File: config.mk
export PLATFORM = sky130hd
export DESIGN_NAME = uhcs_cmd_sts
export DESIGN_NICKNAME = d
export VERILOG_FILES = /design/src/common/uhcs_pkg.sv /design/src/rtl/uhcs_frame_ctr.sv /design/src/rtl/uhcs_cmd_sts.sv
export VERILOG_INCLUDE_DIRS = /design/src /design/src/common
export SDC_FILE = /design/constraint.sdc
export NUM_CORES = 1
export LEC_CHECK = 0
export BUFFER_PORTS_ARGS = -buffer_cell sky130_fd_sc_hd__buf_2
export CAP_MARGIN = 20
export CORE_ASPECT_RATIO = 1.2
export CORE_MARGIN = 3
export CORE_UTILIZATION = 45
export DETAILED_ROUTE_END_ITERATION = 6
export PLACE_DENSITY = 0.68
export SYNTH_ARGS = -nofsm -noshare
export SYNTH_HDL_FRONTEND = slang
export SYNTH_SLANG_ARGS = --single-unit
File: constraint.sdc
create_clock -name CLK -period 6.99 [get_ports CLK]
set_clock_uncertainty 0.15 [all_clocks]
set_input_delay 0.699 -clock CLK [delete_from_list [all_inputs] [get_ports CLK]]
set_output_delay 0.699 -clock CLK [all_outputs]
set_load 0.01 [all_outputs]
File: src/common/uhcs_regs.svh
`ifndef UHCS_REGS_SVH
`define UHCS_REGS_SVH
// Register byte addresses on the memory-mapped port
`define UHCS_CMD_ADDR 8'h20
`define UHCS_STS_ADDR 8'h24
// Command register fields
`define UHCS_CMD_RUN 0
`define UHCS_CMD_FRST 1
`define UHCS_CMD_FLL_LO 2
`define UHCS_CMD_FLL_HI 3
`define UHCS_CMD_LRST 7
// Command register reset value, reserved bits included
`define UHCS_CMD_RESET 32'h00080B00
// Status register fields
`define UHCS_STS_PCHG 2
`define UHCS_STS_FROLL 3
// Microframe period in ns and its cycle count at 125 MHz
`define UHCS_UFRAME_NS 125000
`define UHCS_CLK_NS 8
`define UHCS_UFRAME_CYC (`UHCS_UFRAME_NS / `UHCS_CLK_NS)
// Cycles the internal full reset is held before the bit self-clears
`define UHCS_FRST_CYC 16
`endif

File: src/common/uhcs_pkg.sv
package uhcs_pkg;
  // Internal reset sequencer states
  typedef enum logic [1:0] {
    UHCS_IDLE,
    UHCS_FULL,
    UHCS_LIGHT
  } uhcs_rst_t;
  // Frame list length selection
  typedef logic [1:0] uhcs_fll_t;
endpackage : uhcs_pkg

File: src/rtl/uhcs_frame_ctr.sv
`timescale 1ns/10ps
`include "uhcs_regs.svh"
// Microframe timer and frame index counter
module uhcs_frame_ctr
  import uhcs_pkg::*;
#(
  parameter int UFRAME_CYC = `UHCS_UFRAME_CYC
) (
  input wire logic clk,
  input wire logic rst,
  input wire logic clr,
  input wire logic run,
  input wire uhcs_fll_t fll,
  output logic [13:0] index,
  output logic rollover
);
  logic [16:0] tick_r;
  logic tick_end;
  logic [13:0] next_idx;
  logic [13:0] wrap_mask;
  assign tick_end = (tick_r == 17'(UFRAME_CYC - 1));
  assign next_idx = index + 14'h0001;
  // Used index bits wrap at 1024, 512 or 256 frames of 8 microframes
  assign wrap_mask = (fll == 2'h0) ? 14'h1FFF :
                     (fll == 2'h1) ? 14'h0FFF : 14'h07FF;
  // Count microframes only while running
  always_ff @(posedge clk or posedge rst) begin
    if (rst) begin
      tick_r <= 17'h00000;
      index <= 14'h0000;
      rollover <= 1'b0;
    end else if (clr || !run) begin
      tick_r <= 17'h00000;
      rollover <= 1'b0;
      if (clr) begin
        index <= 14'h0000;
      end
    end else begin
      rollover <= 1'b0;
      tick_r <= tick_end ? 17'h00000 : tick_r + 17'h00001;
      if (tick_end) begin
        index <= next_idx;
        // Rollover when the used index bits go back to zero
        rollover <= ((next_idx & wrap_mask) == 14'h0000);
      end
    end
  end
endmodule : uhcs_frame_ctr

File: src/rtl/uhcs_cmd_sts.sv
`timescale 1ns/10ps
`include "uhcs_regs.svh"
module uhcs_cmd_sts
  import uhcs_pkg::*;
#(
  parameter int NPORTS = 3,
  parameter bit LIGHT_RST_EN = 1'b1,
  parameter int UFRAME_CYC = `UHCS_UFRAME_CYC
) (
  input wire logic CLK,
  input wire logic RST,
  input wire logic [7:0] ADDR,
  input wire logic WR,
  input wire logic RD,
  input wire logic [31:0] WDATA,
  output logic [31:0] RDATA,
  input wire logic [NPORTS-1:0] PORT_CHANGE,
  input wire logic [NPORTS-1:0] PORT_OWNED,
  input wire logic [NPORTS-1:0] FORCE_RESUME,
  output logic RUN,
  output logic FULL_RESET,
  output logic LIGHT_RESET,
  output logic [13:0] FRAME_INDEX
);
  logic [31:0] cmd_r;
  logic [31:0] cmd_nxt;
  logic pchg_r;
  logic froll_r;
  uhcs_rst_t rst_st_r;
  logic [4:0] rst_cnt_r;
  logic cmd_wr;
  logic sts_wr;
  logic resetting;
  logic [NPORTS-1:0] chg_d_r;
  logic [NPORTS-1:0] fpr_d_r;
  logic [NPORTS-1:0] port_ev;
  logic port_event;
  logic rollover;
  logic [31:0] cmd_view;
  logic [31:0] sts_view;
  // Address decode
  assign cmd_wr = WR && (ADDR == `UHCS_CMD_ADDR);
  assign sts_wr = WR && (ADDR == `UHCS_STS_ADDR);
  assign resetting = (rst_st_r != UHCS_IDLE);
  // Per-port rising edges; companion-owned ports count only force resume edges
  generate
    for (genvar p = 0; p < NPORTS; p++) begin : g_port
      assign port_ev[p] =
        (PORT_CHANGE[p] && !chg_d_r[p] && !PORT_OWNED[p])
        || (FORCE_RESUME[p] && !fpr_d_r[p]);
    end
  endgenerate
  assign port_event = |port_ev;
  // Next command value; reset bits self-clear when the sequencer ends
  always_comb begin
    cmd_nxt = cmd_r;
    if (cmd_wr) begin
      cmd_nxt = WDATA;
      if (!LIGHT_RST_EN) begin
        cmd_nxt[`UHCS_CMD_LRST] = 1'b0;
      end
    end
    if (rst_st_r == UHCS_FULL && rst_cnt_r == 5'h00) begin
      cmd_nxt = `UHCS_CMD_RESET;
    end
    if (rst_st_r == UHCS_LIGHT && rst_cnt_r == 5'h00) begin
      cmd_nxt[`UHCS_CMD_LRST] = 1'b0;
      cmd_nxt[`UHCS_CMD_RUN] = 1'b0;
    end
  end
  // Command register and reset sequencer
  always_ff @(posedge CLK or posedge RST) begin
    if (RST) begin
      cmd_r <= `UHCS_CMD_RESET;
      rst_st_r <= UHCS_IDLE;
      rst_cnt_r <= 5'h00;
    end else begin
      cmd_r <= cmd_nxt;
      case (rst_st_r)
        UHCS_IDLE: begin
          if (cmd_wr && WDATA[`UHCS_CMD_FRST]) begin
            rst_st_r <= UHCS_FULL;
            rst_cnt_r <= 5'(`UHCS_FRST_CYC - 1);
          end else if (cmd_wr && WDATA[`UHCS_CMD_LRST] && LIGHT_RST_EN) begin
            rst_st_r <= UHCS_LIGHT;
            rst_cnt_r <= 5'(`UHCS_FRST_CYC - 1);
          end
        end
        UHCS_FULL, UHCS_LIGHT: begin
          if (rst_cnt_r == 5'h00) begin
            rst_st_r <= UHCS_IDLE;
          end else begin
            rst_cnt_r <= rst_cnt_r - 5'h01;
          end
        end
        default: rst_st_r <= UHCS_IDLE;
      endcase
    end
  end
  // Status flags: set beats a write-one clear in the same cycle
  always_ff @(posedge CLK or posedge RST) begin
    if (RST) begin
      pchg_r <= 1'b0;
      froll_r <= 1'b0;
      chg_d_r <= '0;
      fpr_d_r <= '0;
    end else begin
      chg_d_r <= PORT_CHANGE;
      fpr_d_r <= FORCE_RESUME;
      if (rst_st_r == UHCS_FULL) begin
        pchg_r <= 1'b0;
        froll_r <= 1'b0;
      end else begin
        pchg_r <= port_event ||
          (pchg_r && !(sts_wr && WDATA[`UHCS_STS_PCHG]));
        froll_r <= rollover ||
          (froll_r && !(sts_wr && WDATA[`UHCS_STS_FROLL]));
      end
    end
  end
  // Frame counter; both resets restart it, light reset spares ports
  uhcs_frame_ctr #(.UFRAME_CYC(UFRAME_CYC)) u_frame (
    .clk(CLK),
    .rst(RST),
    .clr(resetting),
    .run(cmd_r[`UHCS_CMD_RUN] && !resetting),
    .fll(cmd_r[`UHCS_CMD_FLL_HI:`UHCS_CMD_FLL_LO]),
    .index(FRAME_INDEX),
    .rollover(rollover)
  );
  // Read views; status carries only flags, never transaction results
  assign cmd_view = cmd_r;
  assign sts_view = {28'h0000000, froll_r, pchg_r, 2'h0};
  // Read data register
  always_ff @(posedge CLK or posedge RST) begin
    if (RST) begin
      RDATA <= 32'h00000000;
    end else if (RD) begin
      RDATA <= (ADDR == `UHCS_CMD_ADDR) ? cmd_view :
               (ADDR == `UHCS_STS_ADDR) ? sts_view : 32'h00000000;
    end
  end
  assign RUN = cmd_r[`UHCS_CMD_RUN] && !resetting;
  assign FULL_RESET = (rst_st_r == UHCS_FULL);
  assign LIGHT_RESET = (rst_st_r == UHCS_LIGHT);
  // Checks
  property p_full_rst;
    @(posedge CLK) disable iff (RST)
    (cmd_wr && WDATA[`UHCS_CMD_FRST] && !resetting) |=> FULL_RESET[*8];
  endproperty
  a_full_rst: assert property (p_full_rst)
    else $error("no full reset");
  property p_self_clear;
    @(posedge CLK) disable iff (RST)
    $fell(FULL_RESET) |-> !cmd_r[`UHCS_CMD_FRST];
  endproperty
  a_self_clear: assert property (p_self_clear)
    else $error("bit stuck");
  property p_w1c;
    @(posedge CLK) disable iff (RST)
    (sts_wr && WDATA[`UHCS_STS_FROLL] && !rollover && !FULL_RESET)
      |=> !froll_r;
  endproperty
  a_w1c: assert property (p_w1c) else $error("flag not cleared");
  property p_roll;
    @(posedge CLK) disable iff (RST)
    rollover && !FULL_RESET |=> froll_r;
  endproperty
  a_roll: assert property (p_roll) else $error("rollover lost");
  property p_pchg;
    @(posedge CLK) disable iff (RST)
    port_event && !FULL_RESET |=> pchg_r;
  endproperty
  a_pchg: assert property (p_pchg) else $error("port change lost");
  property p_stop;
    @(posedge CLK) disable iff (RST)
    !RUN |=> $stable(FRAME_INDEX) || $past(resetting);
  endproperty
  a_stop: assert property (p_stop) else $error("index moved");
  property p_sts_hi;
    @(posedge CLK) disable iff (RST)
    $past(RD) && $past(ADDR) == `UHCS_STS_ADDR |-> RDATA[31:4] == 28'h0;
  endproperty
  a_sts_hi: assert property (p_sts_hi) else $error("status high set");
  property p_light;
    @(posedge CLK) disable iff (RST)
    (cmd_wr && WDATA[`UHCS_CMD_LRST] && !WDATA[`UHCS_CMD_FRST]
      && !resetting) |=> (LIGHT_RESET == LIGHT_RST_EN);
  endproperty
  a_light: assert property (p_light) else $error("light reset");
  c_full: cover property (@(posedge CLK) $fell(FULL_RESET));
  c_roll: cover property (@(posedge CLK) rollover);
  c_pchg: cover property (@(posedge CLK) port_event);
  c_light: cover property (@(posedge CLK) $fell(LIGHT_RESET));
  // A build without light reset never keeps bit 7 after a write
  property p_no_light;
    @(posedge CLK) disable iff (RST)
    (cmd_wr && !LIGHT_RST_EN) |=> !cmd_r[`UHCS_CMD_LRST];
  endproperty
  a_no_light: assert property (p_no_light) else $error("bit 7 set");
  // Light reset drops its bit as the sequence ends, so it can be polled
  property p_light_end;
    @(posedge CLK) disable iff (RST)
    $fell(LIGHT_RESET) |-> !cmd_r[`UHCS_CMD_LRST];
  endproperty
  a_light_end: assert property (p_light_end) else $error("lr stuck");
  // Index only steps by one or restarts at zero; a skip would lose frames
  property p_idx_step;
    @(posedge CLK) disable iff (RST)
    !$stable(FRAME_INDEX) |->
      (FRAME_INDEX == $past(FRAME_INDEX) + 14'h0001) ||
      (FRAME_INDEX == 14'h0000);
  endproperty
  a_idx_step: assert property (p_idx_step) else $error("index jump");
endmodule : uhcs_cmd_sts

## After elaboration in Yosys (flattened, before gate mapping)

Cells that the tools add are included.
W data, S select, Z words.

| word-level totals | value |
|---|---|
| flip-flop bits (word level) | 111 |
| latch bits | 0 |
| RAM bits | 0 |
| ROM bits | 0 |
| input port bits | 53 |
| output and inout bits | 49 |
| word-level logic and storage cells | 104 |
| memories | 0 |

| cells by class | value |
|---|---|
| $add $sub $neg | 3 |
| $mul | 0 |
| divide/modulo/power cells | 0 |
| order comparisons | 0 |
| equal/unequal tests | 10 |
| shifts and indexed selects | 0 |
| muxes and demuxes | 25 |
| bitwise gates (word level) | 1 |
| reduce and logical (&&, ||, !) cells | 53 |

Operators by type and width:

| cell | count |
|---|---|
| $mux W32 | 3 |
| $mux W14 | 4 |
| $mux W17 | 2 |
| $logic_and A1 B1 Y1 | 20 |
| $add A17 B1 Y17 const B | 1 |
| $eq A17 B14 Y1 const B | 1 |
| $eq A8 B6 Y1 const B | 2 |
| $mux W5 | 3 |
| $add A14 B1 Y14 const B | 1 |
| $and A14 B14 Y14 | 1 |
| $logic_not A14 Y1 | 1 |
| $logic_not A1 Y1 | 13 |
| $mux W12 | 1 |
| $pmux W5 S2 | 1 |
| $reduce_bool A2 Y1 | 4 |
| $logic_or A1 B1 Y1 | 6 |
| $mux W1 | 6 |
| $mux W2 | 3 |
| $ne A2 B2 Y1 const B | 3 |
| $logic_not A5 Y1 | 1 |
| $sub A5 B1 Y5 const B | 1 |
| $eq A2 B1 Y1 const B | 2 |
| $logic_not A2 Y1 | 2 |
| $mux W4 | 1 |
| other kinds (8) | 9 |

## Logic depth before layout (Yosys ltp)

Gate-level depths: netlist of the first run.

| depth | value |
|---|---|
| word-level depth | 7 |
| depth in mapped cells | 8 |
| gate-level depth less buffers | 7 |

## Hierarchy

From an unflattened synthesis of the first run, not the netlist that was laid out.

| second synthesis, totals | value |
|---|---|
| cell total of the unflattened synthesis | 448 |
| area, all modules | 5,023.6 um^2 |

Modules (own cells, without submodules):

| module | times used | cells each | area each (um^2) | seq. area each (um^2) |
|---|---|---|---|---|
| uhcs_cmd_sts | 1 | 250 | 3,214.3 | 1,981.9 |
| uhcs_frame_ctr | 1 | 198 | 1,809.2 | 800.8 |

## Least setup slack after synthesis of the first run

OpenSTA, ideal clock, no wires.

| timing | value |
|---|---|
| kind | in2reg |
| from | input port ADDR[0] |
| to | register rst_cnt_r[4] |
| setup time | 0.130 ns |
| arrival time | 2.345 ns |
| required time | 6.710 ns |
| setup slack | 4.365 ns |
| stages on the path | 4 |
| buffers on the path | 0 |
| cells stage by stage | or4b_4 -> nor3_1 -> or4b_2 -> a21boi_1 |

| between the ends | value |
|---|---|
| longest elaborated chain between the ends | 5 |
| elaborated cells on any way between the ends | 8 |
| classes of those cells | eq/ne (2); mux (2); reduce/logical (4) |

RTL lines:

| element | line | RTL |
|---|---|---|
| start: declaration | uhcs_cmd_sts.sv:12 | `input wire logic [7:0] ADDR,` |
| $eq A8 B6 Y1 (no line) * | n/a |  |
| $logic_and A1 B1 Y1 * | uhcs_cmd_sts.sv:42 | `` assign cmd_wr = WR && (ADDR == `UHCS_CMD_ADDR); `` |
| $logic_and A1 B1 Y1, on equally long branches | uhcs_cmd_sts.sv:81, uhcs_cmd_sts.sv:84 |  |
| $ne A3 B3 Y1 (no line) / $mux W5 (equally long branches) | n/a |  |
| $reduce_and A3 Y1 (no line) / $pmux W5 S2 (equally long branches) | n/a |  |
| end signal: assignment | uhcs_cmd_sts.sv:83 | `` rst_cnt_r <= 5'(`UHCS_FRST_CYC - 1); `` |
| end signal: assignment | uhcs_cmd_sts.sv:86 | `` rst_cnt_r <= 5'(`UHCS_FRST_CYC - 1); `` |
| end signal: assignment | uhcs_cmd_sts.sv:93 | `rst_cnt_r <= rst_cnt_r - 5'h01;` |
| end: declaration | uhcs_cmd_sts.sv:30 | `logic [4:0] rst_cnt_r;` |

Every way passes the cells marked *; elsewhere a longest branch is shown, timed or not.
A chain may end at the register's enable or synchronous reset.

## Final worst setup path of the first run

| timing | value |
|---|---|
| from | input port ADDR[0] |
| to | register rst_st_r[1] |

| between the ends | value |
|---|---|
| longest elaborated chain between the ends | 5 |
| elaborated cells on any way between the ends | 8 |
| classes of those cells | eq/ne (2); mux (2); reduce/logical (4) |

RTL lines:

| element | line | RTL |
|---|---|---|
| $eq A8 B6 Y1 (no line) * | n/a |  |
| $logic_and A1 B1 Y1 * | uhcs_cmd_sts.sv:42 |  |
| $logic_and A1 B1 Y1, on equally long branches | uhcs_cmd_sts.sv:81, uhcs_cmd_sts.sv:84 |  |
| $mux W2 / $ne A3 B3 Y1 (equally long branches) | n/a |  |
| $pmux W2 S2 / $reduce_and A2 Y1 (equally long branches) | n/a |  |
| end signal: assignment | uhcs_cmd_sts.sv:82 | `rst_st_r <= UHCS_FULL;` |
| end signal: assignment | uhcs_cmd_sts.sv:85 | `rst_st_r <= UHCS_LIGHT;` |
| end signal: assignment | uhcs_cmd_sts.sv:91 | `rst_st_r <= UHCS_IDLE;` |
| end: declaration | uhcs_cmd_sts.sv:29 | `uhcs_rst_t rst_st_r;` |

Marked as above.

==> flow_metrics.tcl, run 1 <==
set metrics [dict create \
    reg2regPathDepth 7 \
    drc_errors 0 \
    cts_buffers 9 \
    ys_seq_area_share_pct 55.9 \
    dieWidth_um 102 \
    clk_latency_ns 0.35 \
    viasPerCell 5.36 \
    ctsLongestPathBuffers 2 \
    hpwl_um 8020 \
    cp_data_arrival_time_ns 3.01 \
    synth_ff_type "dfrtp_1" \
    dr.pass1.iters 4 \
    drv_slew 0 \
    overflow 0 \
    fmax_ghz 0.343 \
    netlist_area_um2 4980 \
    routed-via-count 3844 \
    gp_congestion 0.787 \
    initial_core_util_pct 46.7 \
    hold_viol_final 0 \
    power.share.combinational_pct 8.5 \
    syn_inst 490 \
    pin_count 102 \
    drive_gt1_share_pct 23.6 \
    cp_slowest_cell "nor4_4" \
    totalWireLength_um 11200 \
    outcome "finished, final reports clean" \
    cts_resized 0 \
    htreeDepth 3 \
    core_area_um2 10700 \
    critPathRequiredTime_ns 7.08 \
    hold_class "in -> async" \
    final.setup.tns_ns 0 \
    area_delta_synth_final_pct 19.6 \
    crit_fanout 18 \
    cts_root_buffer "clkbuf_16" \
    seqPwrFrac_pct 51.3 \
    netSwitchingFraction_pct 25.7 \
    worst_pin_slew_ns 0.994 \
    worstSetupEndpointType "flip-flop" \
    slowest_delay_ns 0.73 \
    ys_types 50 \
    num_antenna_cells 0 \
    clock_sinks 111 \
    rsz0062_at_grt "no" \
    avgSynthCellArea_um2 10.2 \
    p_int_mw 1.01 \
    clkPwrFrac_pct 40.2 \
    p_sw_mw 0.349 \
    yosysWarnings 0 \
    p_leak_nw 2.91 \
    grt_usage_pct 18.8 \
    cap_violations 0 \
    crit_type "in -> reg" \
    grt_start_max_net_pins 65 \
    port_buffers 101 \
    nFillCells 930 \
    layout_min_cycle_time_ns 2.92 \
    setup_violations 0 \
    fin_cells 717 \
    grt_pass1_vias 3777 \
    grt_pass1_wl_um 18300 \
    power.density_nw_per_um2 228 \
    antenna_found_initial 0 \
    fin_nets 645 \
    dp_cells 700 \
    wl_per_cell_um 15.6 \
    rows 41 \
    cts_tree "done" \
    ir_drop_mv 0.123 \
    cp-start-kind "primary input" \
    synth_seq_cells 111 \
    ant_nets 0 \
    path_cells "buf_2 -> or4b_4 -> nor4_4 -> buf_4 -> nand2_1 -> and3_1 -> a221o_1" \
    synthArstFlopShare_pct 100 \
    ctsHoldBuffers 0 \
    clkTransAtPathRegs_ns 0.08 \
    die-area_um2 12400 \
    synth-edff-count 0 \
    syn_nets 552 \
    drt_iter0_drc 197 \
    post-route-period-util_pct 41.7 \
    max-slew-margin-rel_pct 33.6 \
    post_cts_buffers 0 \
    die_h_um 121 \
]
-- area by class of cell --
cell class	instances	area (um2)	area share (%)
inverter	20	77.6	1.30
multi-input combinational	334	2030	34.1
clock buffer	9	225	3.78
tap	129	161	2.71
sequential	111	2780	46.7
timing repair buffer	107	578	9.71
clock inverter	7	97.6	1.64
-- Yosys cell counts, types with 2 or more instances --
| library cell | n | area [um2] |
|---|---|---|
| a21oi_1 | 38 | 190 |
| a22o_1 | 30 | 263 |
| and2_1 | 5 | 31.3 |
| and3_1 | 4 | 25.0 |
| buf_2 | 6 | 30.0 |
| clkbuf_1 | 19 | 71.3 |
| dfrtp_1 | 107 | 2680 |
| dfstp_2 | 4 | 105 |
| ha_1 | 9 | 113 |
| inv_1 | 20 | 75.1 |
| mux2i_1 | 3 | 30.0 |
| nand2_1 | 82 | 308 |
| nand2b_1 | 3 | 18.8 |
| nand3_1 | 25 | 125 |
| nand4_1 | 8 | 50.1 |
| nor2_1 | 36 | 135 |
| nor3_1 | 6 | 30.0 |
| nor3b_1 | 2 | 15.0 |
| nor4_1 | 6 | 37.5 |
| nor4b_1 | 2 | 17.5 |
| o21a_1 | 3 | 22.5 |
| o21ai_0 | 8 | 40.0 |
| o2bb2ai_1 | 2 | 17.5 |
| o31ai_1 | 2 | 15.0 |
| or2_2 | 2 | 12.5 |
| or3_1 | 5 | 31.3 |
| or4_1 | 2 | 15.0 |
| or4b_2 | 2 | 20.0 |
| xnor2_1 | 13 | 114 |
| xor2_1 | 16 | 140 |
-- layout by cell type, fill, tap and decap left out, drive strengths merged, types with 9 or more instances in the layout --
master	count
a21oi	38
a22o	30
buf	107
clkbuf	9
dfrtp	107
ha	9
inv	25
nand2	82
nand3	26
nor2	36
xnor2	13
xor2	16
-- worst max-delay path, delay by kind of cell --
| family | cells | cell delay [ns] |
|---|---|---|
| simple gates | 4 | 1.60 |
| compound gates | 1 | 0.25 |
| buf+inv | 2 | 0.45 |
-- per-stage QoR --
step                      util (%)  setup WS [ns]  cell area [um2]  power, mW  hold WS [ns]
after floorplan                  -           3.22             4980      0.781         0.288
after global placement        52.4           3.60             5590      0.820         0.324
after detailed placement      52.5           3.61             5600      0.827         0.324
after CTS                     55.5           3.96             5930       1.38         0.278
after global routing          55.8           3.98             5950       1.43         0.286
final                         55.8           4.07             5950       1.36         0.259
-- sequential cells by signal (all words and copies together) (netlist names) --
register and flops:
RDATA 32, cmd_r 32, u_frame.tick_r 17, u_frame.index 14, rst_cnt_r 5, chg_d_r 3, fpr_d_r 3, rst_st_r 2
froll_r 1, pchg_r 1, u_frame.rollover 1
-- logic make-up (layout without fill, tap and decap cells) --
family | after synthesis | count (layout) | share of synthesized area, %
xor gates and xnor gates | 29 | 29 | 5.10
and+or+nand+nor | 199 | 199 | 19.3
adders and majority gates | 9 | 9 | 2.26
AOI/OAI and AO/OA | 94 | 94 | 13.3
buffers and inverters | 45 | 143 | 3.54
muxes | 3 | 3 | 0.603
DFF | 111 | 111 | 55.9
-- power by group through the flow --
| stage | Combinational, mW | Clock, mW | Sequential, mW |
|---|---|---|---|
| 2_1_floorplan | 0.0788 | 0 | 0.702 |
| 3_3_place_gp | 0.112 | 0 | 0.708 |
| 3_5_place_dp | 0.117 | 0 | 0.710 |
| 4_1_cts | 0.118 | 0.561 | 0.697 |
| 5_1_grt | 0.132 | 0.591 | 0.702 |
| 6_report | 0.115 | 0.546 | 0.697 |
-- per-layer routing --
layer	global-route usage (%)	vias to the layer above	share of wire, %	wire, um
met2	30.1	107	49	5440
met4	6.07	0	0.86	96
met3	4.08	6	5.8	645
met1	25.3	1846	45	5000
met5	0	-	0	0
li1	-	1885	-	-
-- path summary, 6_finish.rpt --
path / startpoint / to / slack (ns)
worst max-delay path: ADDR[0] / rst_st_r[1]$_DFFE_PP0P_ / 4.07
worst min-delay path: RST / RDATA[4]$_DFFE_PP0P_ / 0.26
worst max register to register: rst_st_r[1]$_DFFE_PP0P_ / rst_cnt_r[4]$_DFFE_PP0P_ / 4.28
worst min register to register: cmd_r[9]$_DFFE_PP1P_ / cmd_r[9]$_DFFE_PP1P_ / 0.34
max in group asynchronous: RST / u_frame.tick_r[7]$_DFF_PP0_ / 5.21
min in group CLK: PORT_CHANGE[0] / chg_d_r[0]$_DFF_PP0_ / 0.32
(Power assumes the default switching activity.)
==> run 2, diff against run 1 <==
--- a/config.mk
+++ b/config.mk
@@ -12,7 +12,7 @@
 export CORE_MARGIN = 3
 export CORE_UTILIZATION = 45
 export DETAILED_ROUTE_END_ITERATION = 6
-export PLACE_DENSITY = 0.68
+export PLACE_DENSITY = 0.7
 export SYNTH_ARGS = -nofsm -noshare
 export SYNTH_HDL_FRONTEND = slang
 export SYNTH_SLANG_ARGS = --single-unit
==> constraint.sdc (replaced) <==
create_clock -name CLK -period 2.51 [get_ports CLK]
set_clock_uncertainty 0.15 [all_clocks]
set_input_delay 0.251 -clock CLK [delete_from_list [all_inputs] [get_ports CLK]]
set_output_delay 0.251 -clock CLK [all_outputs]
set_load 0.01 [all_outputs]
==> flow_metrics.tcl, run 2 (synthesis gave the netlist of run 1 again) <==
set metrics [dict create \
    outcome "finished, final reports clean" \
    initial_core_util_pct 46.7 \
    core_area_um2 10700 \
    p_leak_nw 3.12 \
    cp-start-kind "flip-flop" \
    fin_util_pct 60.3 \
    clk_latency_ns 0.35 \
    top_regs "RDATA: 32 flops, cmd_r: 32 flops, u_frame.tick_r: 17 flops" \
    cts_buffers 9 \
    drt_iter0_drc 223 \
    fin_cells 768 \
    crit_type "reg -> reg" \
    dp_cells 714 \
    totalWireLength_um 12100 \
    grt_start_max_net_pins 112 \
    hold_viol_final 0 \
    routed-via-count 4142 \
    viasPerCell 5.39 \
    seqPwrFrac_pct 51.5 \
    hpwl_um 7990 \
    layout_common_cells "dfrtp_1, buf_2, nand2_1, a21oi_1, dlygate4sd3_1" \
    clkPwrFrac_pct 38.2 \
    clock_sinks 111 \
    drv_slew 0 \
    ctsLongestPathBuffers 2 \
    ir_drop_mv 0.417 \
    cts_tree "done" \
    fmax_ghz 0.417 \
    netSwitchingFraction_pct 26.6 \
    pin_count 102 \
    overflow 0 \
    wl_per_cell_um 15.7 \
    cts_root_buffer "clkbuf_16" \
    num_antenna_cells 0 \
    cp_data_arrival_time_ns 2.48 \
    ant_nets 0 \
    layout_min_cycle_time_ns 2.40 \
    fin_nets 696 \
    gp_congestion 0.844 \
    p_total_mw 3.77 \
    drc_errors 0 \
    dieWidth_um 102 \
    final_common_cell "dfrtp_1" \
    placed_cell_area_um2 5740 \
    worst_pin_slew_ns 0.579 \
    power.density_nw_per_um2 586 \
    area_delta_synth_final_pct 29.2 \
    worstSetupEndpointType "flip-flop" \
    die_h_um 121 \
    critPathRequiredTime_ns 2.60 \
    cap_violations 0 \
    port_buffers 101 \
    final_area_um2 6430 \
    whs_ns 0.0220 \
    setup_violations 0 \
    max-slew-margin-rel_pct 61.4 \
    hold_class "in -> reg" \
    clkTransAtPathRegs_ns 0.08 \
    power.share.combinational_pct 10.3 \
    crit_fanout 17 \
    antenna_found_initial 0 \
    drive_gt1_share_pct 24.3 \
    rows 41 \
    htreeDepth 3 \
    grt_pass1_wl_um 19600 \
    post-route-period-util_pct 95.5 \
    grt_usage_pct 20.0 \
    die-area_um2 12400 \
    p_sw_mw 1.00 \
    p_int_mw 2.77 \
    grt_pass1_vias 4092 \
    dr.pass1.iters 4 \
]
run 2: cell types whose count changed in the layout (fill, tap and decap cells not counted), sizes merged:
cell,before,now
dlygate4sd3,0,36
buf,107,122
inv,25,22
clkinv,1,3
clkinvlp,0,2
bufinv,1,0
run 2: timing repair:
item / in CTS / in global routing
gates resized for setup: 0 / 1
endpoints found under the setup margin: 0 / 23
setup buffers: 0 / 2
endpoints found under the hold margin: 142 / 0
hold buffers: 36 / 0
run 2: final cells by class:
| cell class | instances | area, um2 |
|---|---|---|
| multi-input combinational | 334 | 2040 |
| tap | 129 | 161 |
| fill | 880 | 4240 |
| clock inverter | 7 | 85.1 |
| sequential | 111 | 2780 |
| timing repair buffer | 158 | 1060 |
| clock buffer | 9 | 225 |
| inverter | 20 | 78.8 |
run 2: path summary, 6_finish.rpt:
check                                                 start                      endpoint  slack (ns)  cells after the start
worst min register to register        cmd_r[19]$_DFFE_PP1P_         cmd_r[19]$_DFFE_PP1P_        0.34                      2
max in group asynchronous                               RST         RDATA[23]$_DFFE_PP0P_        1.31                      4
min in group asynchronous                               RST  u_frame.tick_r[10]$_DFF_PP0_        0.46                      4
worst max register to register  u_frame.tick_r[1]$_DFF_PP0_  u_frame.tick_r[11]$_DFF_PP0_        0.11                      9
worst min-delay path                              WDATA[10]         cmd_r[10]$_DFFE_PP0P_        0.02                      3
worst max-delay path            u_frame.tick_r[1]$_DFF_PP0_  u_frame.tick_r[11]$_DFF_PP0_        0.11                      9
run 2: power by group through the flow:
stage / logic [mW] / registers [mW] / clock network, mW
floorplan: 0.220 / 1.96 / 0
global placement: 0.332 / 1.97 / 0
detailed placement: 0.343 / 1.97 / 0
CTS: 0.389 / 1.94 / 1.47
global route: 0.438 / 1.95 / 1.54
finish: 0.387 / 1.94 / 1.44
run 2: through the flow:
stage | setup slack [ns] | setup TNS (ns)
after floorplan | 0.214 | 0
after global placement | 0.150 | 0
after detailed placement | 0.0831 | 0
after CTS | 0.0663 | 0
after global routing | -0.0285 | -0.342
final | 0.113 | 0
run 2: worst max-delay path: stages, from the launching register on:
cell and delay [ns]:
dfrtp_1 0.41, inv_1 0.06, ha_1 0.12, or4b_2 0.61, nor4_2 0.24, buf_4 0.18, buf_4 0.13, nand2b_1 0.16
buf_12 0.16, nor2_1 0.06
run 2: routing by layer:
layer / vias to the layer above / wire (um) / GRT usage (%)
li1: 1988 / - / -
met1: 2005 / 5180 / 25.7
met2: 126 / 6090 / 33.4
met3: 23 / 585 / 3.11
met4: 0 / 231 / 7.96
met5: - / 0 / 0
==> run 3, diff against run 2 <==
--- a/config.mk
+++ b/config.mk
@@ -9,10 +9,10 @@
 export BUFFER_PORTS_ARGS = -buffer_cell sky130_fd_sc_hd__buf_2
 export CAP_MARGIN = 20
 export CORE_ASPECT_RATIO = 1.2
-export CORE_MARGIN = 3
+export CORE_MARGIN = 4
 export CORE_UTILIZATION = 45
 export DETAILED_ROUTE_END_ITERATION = 6
-export PLACE_DENSITY = 0.7
+export PLACE_DENSITY_LB_ADDON = 0.05
 export SYNTH_ARGS = -nofsm -noshare
 export SYNTH_HDL_FRONTEND = slang
 export SYNTH_SLANG_ARGS = --single-unit
==> flow_metrics.tcl, run 3 (synthesis gave the netlist of run 1 again) <==
set metrics [dict create \
    outcome "finished, final reports clean" \
    htreeDepth 3 \
    ant_nets 0 \
    layout_common_cells "dfrtp_1, buf_2, nand2_1, a21oi_1, dlygate4sd3_1" \
    clkTransAtPathRegs_ns 0.08 \
    core_area_um2 10700 \
    critPathRequiredTime_ns 2.60 \
    drv_slew 0 \
    grt_pass1_vias 4073 \
    drt_iter0_drc 126 \
    die_h_um 123 \
    grt_start_max_net_pins 62 \
    rows 41 \
    drc_errors 0 \
    clk_latency_ns 0.35 \
    p_leak_nw 3.12 \
    post-route-period-util_pct 90.5 \
    cts_tree "done" \
    fin_nets 696 \
    post_cts_buffers 0 \
    setup_violations 0 \
    cp_data_arrival_time_ns 2.37 \
    dieWidth_um 104 \
    wl_per_cell_um 15.7 \
    initial_core_util_pct 46.7 \
    fmax_ghz 0.440 \
    final_common_cell "dfrtp_1" \
    die-area_um2 12800 \
    worstHoldPathCells 3 \
    gp_congestion 0.836 \
    layout_min_cycle_time_ns 2.27 \
    top_regs "RDATA: 32 flops, cmd_r: 32 flops, u_frame.tick_r: 17 flops" \
    dr.pass1.iters 4 \
    worst_pin_slew_ns 0.561 \
    cts_buffers 9 \
    reg2regPathDepth 9 \
    viasPerCell 5.25 \
    max-slew-margin-rel_pct 62.1 \
    seqCellArea_um2 2780 \
    num_antenna_cells 0 \
    totalWireLength_um 12000 \
    reg2reg_slack_ns 0.24 \
    grt_pass1_wl_um 20000 \
    setup_slack_ns 0.239 \
    crit_fanout 9 \
    worstSetupEndpointType "flip-flop" \
    clock_sinks 111 \
    area_delta_synth_final_pct 28.9 \
    fin_util_pct 60.1 \
    grt_usage_pct 19.5 \
    routed-via-count 4032 \
    ir_drop_mv 0.308 \
    crit_type "reg -> reg" \
    pin_count 102 \
    hpwl_um 8280 \
    final.setup.tns_ns 0 \
    hold_viol_final 0 \
    place_ws_ns 0.144 \
    drive_gt1_share_pct 24.3 \
    port_buffers 101 \
    cp-start-kind "flip-flop" \
    nFillCells 914 \
    overflow 0 \
    antenna_found_initial 0 \
    ctsLongestPathBuffers 2 \
    power.density_nw_per_um2 585 \
    hold_class "in -> reg" \
    cts_root_buffer "clkbuf_16" \
    cap_violations 0 \
    rsz0062_at_grt "no" \
    multiInputGateArea_um2 2040 \
]
==> run 3: cell types whose count changed in the layout (fill, tap and decap cells not counted), sizes merged <==
cell,before,now
inv,22,20
bufinv,0,1
clkinvlp,2,1
clkinv,3,5
==> run 3: worst paths after layout <==
check | start | to
worst min register to register | cmd_r[16]$_DFFE_PP0P_ | RDATA[16]$_DFFE_PP0P_
worst max-delay path | u_frame.tick_r[1]$_DFF_PP0_ | u_frame.index[10]$_DFFE_PP0P_
worst min-delay path | WDATA[2] | cmd_r[2]$_DFFE_PP0P_
min in group asynchronous | RST | RDATA[10]$_DFFE_PP0P_
worst max register to register | u_frame.tick_r[1]$_DFF_PP0_ | u_frame.index[10]$_DFFE_PP0P_
max in group asynchronous | RST | cmd_r[8]$_DFFE_PP1P_
==> run 3: critical path, cell delays in order, from the launching register on <==
cell	delay, ns
dfrtp_1	0.41
inv_1	0.06
ha_1	0.13
or4b_2	0.61
nor4_2	0.16
buf_4	0.16
buf_4	0.16
nand4_1	0.12
xor2_1	0.16
nor2_1	0.05
==> run 3: metal layers <==
layer / vias up / share of wire [%] / global-route usage (%)
met2: 78 / 50 / 34.6
met5: - / 0 / 0
met4: 0 / 1.7 / 7.23
met1: 1950 / 44 / 23.8
met3: 16 / 3.9 / 3.71
li1: 1988 / - / -
==> run 3: metrics by stage <==
stage / std cells / cell area (um2) / total power, mW / hold WS [ns]
after floorplan: 490 / 4980 / 2.17 / 0.132
after global placement: 716 / 5750 / 2.31 / 0.117
after detailed placement: 716 / 5750 / 2.32 / 0.127
after CTS: 768 / 6410 / 3.79 / 0.00821
after global routing: 768 / 6420 / 3.92 / 0.0355
final: 768 / 6420 / 3.75 / 0.0180
==> run 3: what timing repair did <==
item	in CTS	in global routing
resized for setup	0	1
hold endpoints to repair	51	0
hold buffers	36	0
endpoints found under the setup margin	0	3
==> run 3: area by class of cell <==
cell class,instances,area share (%)
multi-input combinational,334,31.7
sequential,111,43.4
clock buffer,9,3.51
timing repair buffer,158,16.5
clock inverter,7,1.11
tap,129,2.52
inverter,20,1.23
==> run 3: where the power goes <==
group	internal, mW	total [mW]	switching (mW)
registers	1.87	1.94	0.0649
clock network	0.776	1.42	0.646
logic	0.184	0.392	0.208
